===== src/pkg/adcsr_defs.svh =====
// adcsr_defs.svh: offsets, field positions, reset values and counts
// assumes inclusion by bare name from files that need the constants
`ifndef ADCSR_DEFS_SVH
`define ADCSR_DEFS_SVH

`define ADCSR_REG_CTRL   12'h000
`define ADCSR_REG_STAT   12'h004
`define ADCSR_REG_RESULT 12'h008

`define ADCSR_DEB_RST    16'h0004
`define ADCSR_CONV_RST   16'h0040

`define ADCSR_ST_CS      0
`define ADCSR_ST_EOC     1
`define ADCSR_ST_BUSY    2
`define ADCSR_ST_PD      3

`define ADCSR_ADDR_PD    4'he
`define ADCSR_LEN8       2'b01
`define ADCSR_LEN16      2'b11
`define ADCSR_N8         5'd8
`define ADCSR_N12        5'd12
`define ADCSR_N16        5'd16
`define ADCSR_ADDR_EDGE  5'd4
`define ADCSR_CMD_BITS   4'd8
`define ADCSR_PAD        4'h0
`define ADCSR_SIGN_FLIP  12'h800

`endif


===== src/pkg/adcsr_pkg.sv =====
// adcsr_pkg: types shared by the serial result control block
// assumes no surroundings beyond the design and bench files that import it
package adcsr_pkg;

   typedef struct packed {
      logic cs_n;
      logic io_clk;
      logic data_in;
   } adcsr_pin_in_t;

   typedef struct packed {
      logic [3:0] input_address_field;
      logic       length_select_high;
      logic       length_select_low;
      logic       bit_order_bit;
      logic       code_format_bit;
   } adcsr_cmd_t;

   typedef enum {st_io, st_conv} adcsr_state_t;

endpackage


===== src/rtl/adcsr_sync.sv =====
// adcsr_sync: three-stage pin synchroniser with agreement filter
// assumes d is asynchronous to clk; q moves when stages two and three agree
`timescale 1ns/100ps
`default_nettype none

module adcsr_sync #(
   parameter int unsigned W   = 3,
   parameter logic [W-1:0] RST = '0
) (
   input  wire logic         clk,
   input  wire logic         rst_n,
   input  wire logic         ce,
   input  wire logic [W-1:0] d,
   output logic      [W-1:0] q
);

   logic [W-1:0] s1_ff;
   logic [W-1:0] s2_ff;
   logic [W-1:0] s3_ff;

   always_ff @(posedge clk or negedge rst_n) begin
      if (!rst_n) begin
         s1_ff <= RST;
         s2_ff <= RST;
         s3_ff <= RST;
      end else if (ce) begin
         s1_ff <= d;
         s2_ff <= s1_ff;
         s3_ff <= s2_ff;
      end
   end

   genvar gi;
   generate
      for (gi = 0; gi < W; gi++) begin : g_bit
         always_ff @(posedge clk or negedge rst_n) begin
            if (!rst_n) begin
               q[gi] <= RST[gi];
            end else if (ce && (s2_ff[gi] == s3_ff[gi])) begin
               q[gi] <= s3_ff[gi];
            end
         end
      end
   endgenerate

endmodule

`default_nettype wire


===== src/rtl/adcsr_top.sv =====
// adcsr_top: serial command, result shift-out, eoc and select handling
// assumes pins are asynchronous to pclk and sample_code is pclk-synchronous
`timescale 1ns/100ps
`default_nettype none
`include "adcsr_defs.svh"

////////////////////////////////////////////////////////////////////////////
module adcsr_top #(
   parameter logic [15:0] CONV_CYCLES = `ADCSR_CONV_RST
) (
   input  wire logic                  pclk,
   input  wire logic                  presetn,
   input  wire logic                  ce,
   input  wire logic                  psel,
   input  wire logic                  penable,
   input  wire logic                  pwrite,
   input  wire logic [11:0]           paddr,
   input  wire logic [31:0]           pwdata,
   output logic      [31:0]           prdata,
   output logic                       pready,
   output logic                       pslverr,
   input  wire adcsr_pkg::adcsr_pin_in_t pins,
   input  wire logic [11:0]           sample_code,
   output logic                       data_out,
   output logic                       data_out_oe,
   output logic                       eoc,
   output logic                       power_down,
   output logic      [3:0]            input_address_field
);
   import adcsr_pkg::*;

   ////////////////////////////////////////////////////////////////////////
   // pin synchronisation and edge detection

   logic [2:0]    pin_q;
   adcsr_pin_in_t pin_s;
   logic          clk_prev_ff;
   logic          cs_deb_ff;
   logic [15:0]   deb_cnt_ff;
   logic [15:0]   deb_lim_ff;
   logic          deb_done;
   logic          cs_fall;
   logic          active;
   logic          rise;
   logic          fall;

   adcsr_sync #(
      .W   (3),
      .RST (3'h4)
   ) u_sync (
      .clk   (pclk),
      .rst_n (presetn),
      .ce    (ce),
      .d     (pins),
      .q     (pin_q)
   );

   assign pin_s = adcsr_pin_in_t'(pin_q);

   always_ff @(posedge pclk or negedge presetn) begin
      if (!presetn) begin
         clk_prev_ff <= 1'b0;
      end else if (ce) begin
         clk_prev_ff <= pin_s.io_clk;
      end
   end

   // select is filtered by a counted debounce before it moves the state;
   // the output float below does not wait for it
   assign deb_done = (pin_s.cs_n != cs_deb_ff) && (deb_cnt_ff >= deb_lim_ff);
   assign cs_fall  = deb_done && cs_deb_ff;
   assign active   = !cs_deb_ff;
   assign rise     = active && pin_s.io_clk && !clk_prev_ff;
   assign fall     = active && !pin_s.io_clk && clk_prev_ff;

   always_ff @(posedge pclk or negedge presetn) begin
      if (!presetn) begin
         cs_deb_ff  <= 1'b1;
         deb_cnt_ff <= 16'h0000;
      end else if (ce) begin
         if (pin_s.cs_n == cs_deb_ff) begin
            deb_cnt_ff <= 16'h0000;
         end else if (deb_done) begin
            cs_deb_ff  <= pin_s.cs_n;
            deb_cnt_ff <= 16'h0000;
         end else begin
            deb_cnt_ff <= deb_cnt_ff + 16'h0001;
         end
      end
   end

   ////////////////////////////////////////////////////////////////////////
   // serial sequencer

   adcsr_state_t state_ff;
   adcsr_cmd_t   cmd_ff;
   logic [3:0]   rise_cnt_ff;
   logic [4:0]   fall_cnt_ff;
   logic [4:0]   fall_nxt;
   logic [4:0]   cur_len;
   logic [15:0]  conv_cnt_ff;
   logic [11:0]  res_ff;
   logic [11:0]  samp_ff;
   logic [11:0]  nxt_res;
   logic         signed_result_bit_ff;
   logic         low_end_first_flag_ff;
   logic [4:0]   len_ff;
   logic         eoc_ff;
   logic         dout_ff;
   logic         pd_ff;
   logic [3:0]   addr_ff;
   logic         last_edge;

   function automatic logic [4:0] len_bits(input logic [1:0] sel);
      case (sel)
         `ADCSR_LEN8:  len_bits = `ADCSR_N8;
         `ADCSR_LEN16: len_bits = `ADCSR_N16;
         default:      len_bits = `ADCSR_N12;
      endcase
   endfunction

   // result sits msb-justified in a 16-bit word with zero pad below it;
   // lsb-first starts n bits down from the top, so 8-bit drops the low
   // nibble and 16-bit leads with the pad
   function automatic logic out_bit(
      input logic [11:0] r,
      input logic        lo_first,
      input logic [4:0]  n,
      input logic [4:0]  i
   );
      logic [15:0] w;
      logic [4:0]  k;
      w = {r, `ADCSR_PAD};
      if (lo_first) begin
         k = 5'(`ADCSR_N16 - n + i);
      end else begin
         k = 5'(`ADCSR_N16 - 5'd1 - i);
      end
      out_bit = (i < n) ? w[k[3:0]] : 1'b0;
   endfunction

   assign fall_nxt  = 5'(fall_cnt_ff + 5'd1);
   assign cur_len   = len_bits({cmd_ff.length_select_high,
                                cmd_ff.length_select_low});
   assign last_edge = (fall_nxt == cur_len);
   assign nxt_res   = signed_result_bit_ff ?
                      (samp_ff ^ `ADCSR_SIGN_FLIP) : samp_ff;

   always_ff @(posedge pclk or negedge presetn) begin
      if (!presetn) begin
         state_ff              <= st_io;
         cmd_ff                <= '0;
         rise_cnt_ff           <= 4'h0;
         fall_cnt_ff           <= 5'h00;
         conv_cnt_ff           <= 16'h0000;
         res_ff                <= 12'h000;
         samp_ff               <= 12'h000;
         signed_result_bit_ff  <= 1'b0;
         low_end_first_flag_ff <= 1'b0;
         len_ff                <= `ADCSR_N12;
         eoc_ff                <= 1'b1;
         dout_ff               <= 1'b0;
         pd_ff                 <= 1'b1;
         addr_ff               <= 4'h0;
      end else if (ce) begin
         if (cs_fall) begin
            // an abort leaves res_ff alone so the old result goes out
            state_ff    <= st_io;
            eoc_ff      <= 1'b1;
            rise_cnt_ff <= 4'h0;
            fall_cnt_ff <= 5'h00;
            dout_ff     <= out_bit(res_ff, low_end_first_flag_ff,
                                   len_ff, 5'h00);
         end else begin
            case (state_ff)
               st_io: begin
                  if (rise && (rise_cnt_ff < `ADCSR_CMD_BITS)) begin
                     cmd_ff      <= {cmd_ff[6:0], pin_s.data_in};
                     rise_cnt_ff <= rise_cnt_ff + 4'h1;
                  end
                  if (fall) begin
                     fall_cnt_ff <= fall_nxt;
                     dout_ff     <= out_bit(res_ff, low_end_first_flag_ff,
                                            len_ff, fall_nxt);
                     if (fall_nxt == `ADCSR_ADDR_EDGE) begin
                        addr_ff <= cmd_ff[3:0];
                        pd_ff   <= (cmd_ff[3:0] == `ADCSR_ADDR_PD);
                     end
                     if (last_edge) begin
                        // order and length take hold for the next cycle
                        low_end_first_flag_ff <= cmd_ff.bit_order_bit;
                        len_ff      <= cur_len;
                        fall_cnt_ff <= 5'h00;
                        rise_cnt_ff <= 4'h0;
                        if (pd_ff) begin
                           dout_ff <= out_bit(res_ff, cmd_ff.bit_order_bit,
                                              cur_len, 5'h00);
                        end else begin
                           state_ff    <= st_conv;
                           eoc_ff      <= 1'b0;
                           dout_ff     <= 1'b0;
                           conv_cnt_ff <= CONV_CYCLES;
                           samp_ff     <= sample_code;
                           signed_result_bit_ff <=
                              cmd_ff.code_format_bit;
                        end
                     end
                  end
               end
               st_conv: begin
                  if (conv_cnt_ff <= 16'h0001) begin
                     res_ff   <= nxt_res;
                     eoc_ff   <= 1'b1;
                     state_ff <= st_io;
                     dout_ff  <= out_bit(nxt_res, low_end_first_flag_ff,
                                         len_ff, 5'h00);
                  end else begin
                     conv_cnt_ff <= conv_cnt_ff - 16'h0001;
                  end
               end
               default: begin
                  state_ff <= st_io;
               end
            endcase
         end
      end
   end

   // the float follows the synchronised select, not the debounced one
   assign data_out_oe         = !pin_s.cs_n;
   assign data_out            = dout_ff;
   assign eoc                 = eoc_ff;
   assign power_down          = pd_ff;
   assign input_address_field = addr_ff;

   ////////////////////////////////////////////////////////////////////////
   // apb slave: read data is captured in the setup phase

   logic        hit;
   logic        wr_acc;
   logic [31:0] stat_w;
   logic [31:0] prdata_ff;

   assign hit    = (paddr == `ADCSR_REG_CTRL) ||
                   (paddr == `ADCSR_REG_STAT) ||
                   (paddr == `ADCSR_REG_RESULT);
   assign wr_acc = ce && psel && penable && pwrite;
   assign pready  = ce;
   assign pslverr = psel && penable && !hit;
   assign prdata  = prdata_ff;

   always_comb begin
      stat_w                 = 32'h0000_0000;
      stat_w[`ADCSR_ST_CS]   = cs_deb_ff;
      stat_w[`ADCSR_ST_EOC]  = eoc_ff;
      stat_w[`ADCSR_ST_BUSY] = (state_ff == st_conv);
      stat_w[`ADCSR_ST_PD]   = pd_ff;
   end

   always_ff @(posedge pclk or negedge presetn) begin
      if (!presetn) begin
         deb_lim_ff <= `ADCSR_DEB_RST;
      end else if (wr_acc && (paddr == `ADCSR_REG_CTRL)) begin
         deb_lim_ff <= pwdata[15:0];
      end
   end

   always_ff @(posedge pclk or negedge presetn) begin
      if (!presetn) begin
         prdata_ff <= 32'h0000_0000;
      end else if (ce && psel && !penable) begin
         case (paddr)
            `ADCSR_REG_CTRL:   prdata_ff <= {16'h0000, deb_lim_ff};
            `ADCSR_REG_STAT:   prdata_ff <= stat_w;
            `ADCSR_REG_RESULT: prdata_ff <= {20'h00000, res_ff};
            default:           prdata_ff <= 32'h0000_0000;
         endcase
      end
   end
endmodule

`default_nettype wire


===== config.mk =====
export PLATFORM = sky130hd
export DESIGN_NAME = adcsr_top
export DESIGN_NICKNAME = d
export VERILOG_FILES = /design/src/pkg/adcsr_pkg.sv /design/src/rtl/adcsr_sync.sv /design/src/rtl/adcsr_top.sv
export VERILOG_INCLUDE_DIRS = /design/src /design/src/pkg
export SDC_FILE = /design/constraint.sdc
export NUM_CORES = 1
export LEC_CHECK = 0
export BUFFER_PORTS_ARGS = -buffer_cell sky130_fd_sc_hd__buf_4
export CORE_MARGIN = 8
export CORE_UTILIZATION = 30
export CTS_CLUSTER_SIZE = 10
export DETAILED_ROUTE_END_ITERATION = 16
export SYNTH_ARGS = -nofsm -noshare
export SYNTH_HDL_FRONTEND = slang
export SYNTH_SLANG_ARGS = --single-unit

===== constraint.sdc =====
create_clock -name pclk -period 3.3 [get_ports pclk]
set_input_delay 0.33 -clock pclk [delete_from_list [all_inputs] [get_ports pclk]]
set_output_delay 0.33 -clock pclk [all_outputs]
set_load 0.005 [all_outputs]

# --- Word level (Yosys, flattened, before mapping) ---
# Index checks and enable logic that the tools add are counted.
classes:
  addsub: 8
  multipliers: 0
  div: 0
  order_cmp: 10
  eq_ne: 22
  shifts: 0
  muxes: 68
  bitwise: 4
  reduce_logical: 43
op_table:
  columns: ["operator", "n"]
  rows:
  - ["32-bit two-way mux", 5]
  - ["16-bit two-way mux", 6]
  - ["4-bit two-way mux", 24]
  - ["32-bit one-hot mux with 2 select lines", 1]
  - ["16-bit one-hot mux with 3 select lines", 1]
  - ["32-bit by 1-bit == test with 1-bit output (second input constant)", 1]
  - ["32-bit by 2-bit == test with 1-bit output (second input constant)", 1]
  - ["32-bit zero test", 1]
  - ["16-bit one-hot mux with 2 select lines", 1]
  - ["4-bit by 5-bit less-than comparator with 1-bit output (second input constant)", 4]
  - ["5-bit two-way mux", 4]
  - ["1-bit two-way mux", 18]
  - ["1-bit logical AND", 17]
  - ["16-bit by 1-bit adder with 16-bit output (second input constant)", 1]
  - ["1-bit binary-select mux with 4-bit select", 4]
  - ["16-bit greater-or-equal comparator", 1]
  - ["16-bit by 1-bit less-or-equal comparator with 1-bit output (second input constant)", 1]
  - ["16-bit by 1-bit subtractor with 16-bit output (second input constant)", 1]
  - ["5-bit AND reduction", 3]
  - ["12-bit by 3-bit == test with 1-bit output (second input constant)", 1]
  - ["12-bit by 4-bit == test with 1-bit output (second input constant)", 1]
  - ["12-bit zero test", 1]
  - ["12-bit two-way mux", 1]
  - ["3-bit inequality test (second input constant)", 4]
  - ["other kinds (28)", 52]
totals:
  reg_bits: 177
  latch_bits: 0
  ramBits: 0
  romBits: 0
  in_bits: 65
  out_inout_bits: 42
  elab_cells: 183
  memories: 0

# --- Logic depth before layout (Yosys ltp) ---
depth:
  ltp_word: 18
  depth_mapped: 11
  mapped_depth_nobuf: 11

# --- Hierarchy ---
# Synthesis repeated with hierarchy kept, for this count alone.
unflattened:
  cells_unflattened: 689
  hier_area_um2: 6770.2
by_module_without_submodules:
  columns: ["module", "n_inst", "cells_each", "area_per_inst_um2", "seq_area_each_um2"]
  rows:
  - ["adcsr_top", 1, 658, 6281.0, 2910.3]
  - ["adcsr_sync", 1, 31, 489.2, 305.3]

# --- Least setup slack after synthesis ---
# No wires, ideal clock.
synth_timing:
  path_type: "reg2reg"
  startpoint: "register deb_cnt_ff[1]"
  endpoint: "register conv_cnt_ff[6]"
  setup_ps: 125
  arrival_ps: 2497
  required_time_ps: 3175
  setup_slack_ps: 679
  stages_incl_launch_ff: 10
  path_buffers: 1
  synth_period_minus_slack_ps: 2621
  cell_sequence: "dfrtp_1 ha_1 nor2b_1 o211a_1 o311ai_1 a31oi_1 a211o_1 buf_2 nor3_1 mux2_2"
synth_via:
  elab_chain_cells: 5
synth_lines:
  columns: ["item", "line", "rtl"]
  rows:
  - ["from (decl)", "adcsr_top.sv:39", "logic [15:0] deb_cnt_ff;"]
  - ["from (signal assigned)", "adcsr_top.sv:87", "deb_cnt_ff <= deb_cnt_ff + 16'h0001;"]
  - ["16-bit greater-or-equal comparator", "adcsr_top.sv:70", "assign deb_done = (pin_s.cs_n != cs_deb_ff) && (deb_cnt_ff >= deb_lim_ff);"]
  - ["1-bit logical AND", "adcsr_top.sv:70", null]
  - ["1-bit logical AND", "adcsr_top.sv:71", "assign cs_fall = deb_done && cs_deb_ff;"]
  - ["1-bit inverter (no source line)", null, null]
  - ["7-bit AND reduction (no source line)", null, null]
  - ["to (signal assigned)", "adcsr_top.sv:218", "conv_cnt_ff <= conv_cnt_ff - 16'h0001;"]
  - ["to (decl)", "adcsr_top.sv:101", "logic [15:0] conv_cnt_ff;"]
# Every way passes these cells.
# A chain may end at the register's enable or synchronous reset.

# --- Final worst setup path ---
layout_timing:
  startpoint: "register deb_cnt_ff[1]"
  endpoint: "register conv_cnt_ff[14]"
# Same word-level chain as after synthesis.

==> flow_summary.yaml <==
detailed_routing:
  vias: 5246
  drtIter0Drc: 360
  route.detailed.drc: 0
  wirelength_mm: 16.8
  wl_per_cell_microns: 15.7
  final_antenna_net_count: 0
  avgViaCountPerCell: 4.91
  drt_pass1_iterations: 4
worst_setup_path:
  crit_path_start_kind: "flop"
  end_kind: "flop"
  critical_path.max_fanout: 26
  critPathSlowestCell: "or4_1"
  arrival_ns: 3.33
  worstPathRequired_ns: 3.64
  criticalPathCategory: "reg -> reg"
  path_cells: "ha_1 > nor2b_1 > o211a_1 > o311ai_1 > a31oi_1 > a211o_1 > buf_12 > or4_1 > a21oi_1"
  critPathLaunch: "deb_cnt_ff[1]"
  reg2reg_from: "deb_cnt_ff[1]"
  crit_path_max_incr_delay_ns: 0.50
grt:
  grt_overflow: 0
  grt_pass1_wl_mm: 27.8
  grt_max_degree: 66
  antenna_found_initial: 0
  grt_usage_pct: 12.3
  grt_pass1_vias: 5184
synthesis:
  ys_seq_area_share_pct: 46.8
  synth-main-ff-cell: "dfrtp_1"
  yosysWarnings: 0
  ys_async_sr_fraction_pct: 100
  syn_inst: 694
  synth_edf_count: 0
  synth.ff_latch_count: 128
  synth_area_sq_um: 6870
  ys_types: 65
  syn-mean-instance-area_sq_um: 9.90
cells_and_area:
  fin_nets: 861
  final_common_cell: "dfrtp_1"
  diodes: 0
  drive_gt1_share_pct: 23.2
  syn_to_final_growth_pct: 21.6
  fill_cells: 2261
  mostFrequentLayoutCells: "118 x dfrtp_1, 104 x nand2_1, 87 x buf_4"
floorplan:
  ioPinCount: 107
  die-area_sq_um: 28000
  dieWidth_microns: 167
  start_util_pct: 30.4
  fp-row-count: 55
  die-height_microns: 167
  core_region_area_sq_um: 22600
cts:
  cts_sinks: 128
  htreeDepth: 4
  cts_tree: "done"
  clk-insertion-delay-late_ns: 0.43
  post_cts_buffers: 0
  numCtsBuffers: 17
  clkTransAtPathRegs_ns: 0.06
  clock_path_buffers: 2
  cts_resized: 0
  cts-hold-fix-buffers: 0
  cts-root-buf: "clkbuf_16"
sta:
  setup_violations: 0
  fin_crit_ns: 2.99
  setup_tns_ns: 0
  layout_setup_ws_ns: 0.312
  finalCritPeriodShare_pct: 90.5
  rsz0062_at_grt: "false"
  slew_viol_final: 0
  finalHoldViolations: 0
  slew_headroom_pct: 44.0
  worst_slew_pin_slew_ns: 0.840
  fmax_mhz: 335
  skew_ns: 0.0122
  fin_hold_ws_ns: 0.0117
placed_design:
  gp_congestion: 0.789
  dpl.hpwl_mm: 12.3
  place_ws_ns: 0.306
  port_buffers: 74
power:
  ir_drop_v: 0.000354
  power.density_nw_per_um2: 532
  cellLeakagePower_nw: 3.91
run_status:
  outcome: "finished, final reports clean"
hold_path:
  hp-class: "in -> async"
job:
  maxCapViolations: 0
-- layer usage --
metal | wire (microns) | vias up | GRT usage [%]
met2 | 7420 | 119 | 18.2
met1 | 8140 | 2497 | 16.4
met3 | 900 | 18 | 3.20
met5 | 0 | - | 0
met4 | 295 | 0 | 5.98
li1 | - | 2612 | -
-- critical path, delay by kind of cell, from the launching register on --
family | cells | cell delay, ns
and+or+nand+nor | 2 | 0.63
buffers and inverters | 1 | 0.17
DFF | 1 | 0.42
adders and majority gates | 1 | 0.32
AOI/OAI and AO/OA | 5 | 1.37
-- final timing paths --
check,end,slack [ns],cells past startpoint
worst min-delay path,res_ff[8],0.01,1
worst min register to register,prdata[6],0.47,2
max in group asynchronous,power_down,2.49,2
min in group pclk,deb_lim_ff[14],0.11,3
worst max-delay path,conv_cnt_ff[14],0.31,9
worst max register to register,conv_cnt_ff[14],0.31,9
-- power by group --
| part | leakage [nW] | switching [W] | internal [W] | total [W] |
|---|---|---|---|---|
| Sequential | 1.60 | 0.000153 | 0.00171 | 0.00186 |
| Clock | 0.304 | 0.000723 | 0.00122 | 0.00195 |
| Combinational | 2.01 | 0.000344 | 0.000293 | 0.000637 |
-- registers in the layout, indices dropped and copies added (netlist names), 3 cells and up --
name,count
prdata,16
conv_cnt_ff,16
u_sync.s2_ff,3
rise_cnt_ff,4
len_ff,3
samp_ff,12
input_address_field,4
fall_cnt_ff,5
res_ff,12
cmd_ff,4
u_sync.q,3
u_sync.s3_ff,3
deb_cnt_ff,16
u_sync.s1_ff,3
deb_lim_ff,16
-- cells in the mapped netlist, types with 4 or more instances --
cell      instances  share of area, %
dfstp_2          10               3.8
buf_4            17               1.9
or4_1            10               1.1
clkbuf_1         24               1.3
ha_1             26               4.7
a22o_1            4              0.51
nand3_1          25               1.8
mux2i_1          19               2.8
dfrtp_1         118                43
inv_1            29               1.6
mux2_4            8               1.7
nand3b_1          4              0.44
and3_1            5              0.46
nand2_1         104               5.7
or3_1             7              0.64
nand2b_1         11               1.0
nand4_1           5              0.46
o31ai_1          22               2.4
xor2_1            8               1.0
nor4_1           10              0.91
xnor2_1           5              0.64
nor2b_1           5              0.46
a21oi_1          28               2.0
nor3_1           11              0.80
o21ai_0          66               4.8
nor2_1           25               1.4
mux2_2           31               5.1
-- stage by stage --
step	instance area (sq um)	power, W	utilization [%]	instances
after floorplan	6930	0.00230	-	709
after global placement	7730	0.00251	34.3	1036
after detailed placement	7730	0.00253	34.3	1036
after CTS	8350	0.00450	37.0	1068
after global routing	8350	0.00468	37.0	1068
final	8350	0.00444	37.0	1068
-- final cells by class --
type | instances | area (sq um) | area share, %
repair buffers | 90 | 713 | 8.54
well taps | 285 | 357 | 4.27
inverters | 30 | 113 | 1.35
flip-flops and latches | 128 | 3220 | 38.5
multi-input cells | 503 | 3330 | 39.9
clock inverters | 13 | 176 | 2.11
clock buffers | 19 | 443 | 5.30
-- kinds of logic (layout without fill, tap and decap cells) --
kind of cell             after synthesis  count (layout)  share of synthesized area, %
AND/OR/NAND/NOR                      234             234                          16.8
AO/OA/AOI/OAI                        153             153                          13.8
flip-flops                           128             128                          46.8
buffers and inverters                 78             152                          5.57
multiplexers                          61              61                          10.6
adder cells (fa/ha/maj)               26              26                          4.73
XOR/XNOR                              13              13                          1.66
other                                  1              16                        0.0546
(Power assumes the default switching activity.)
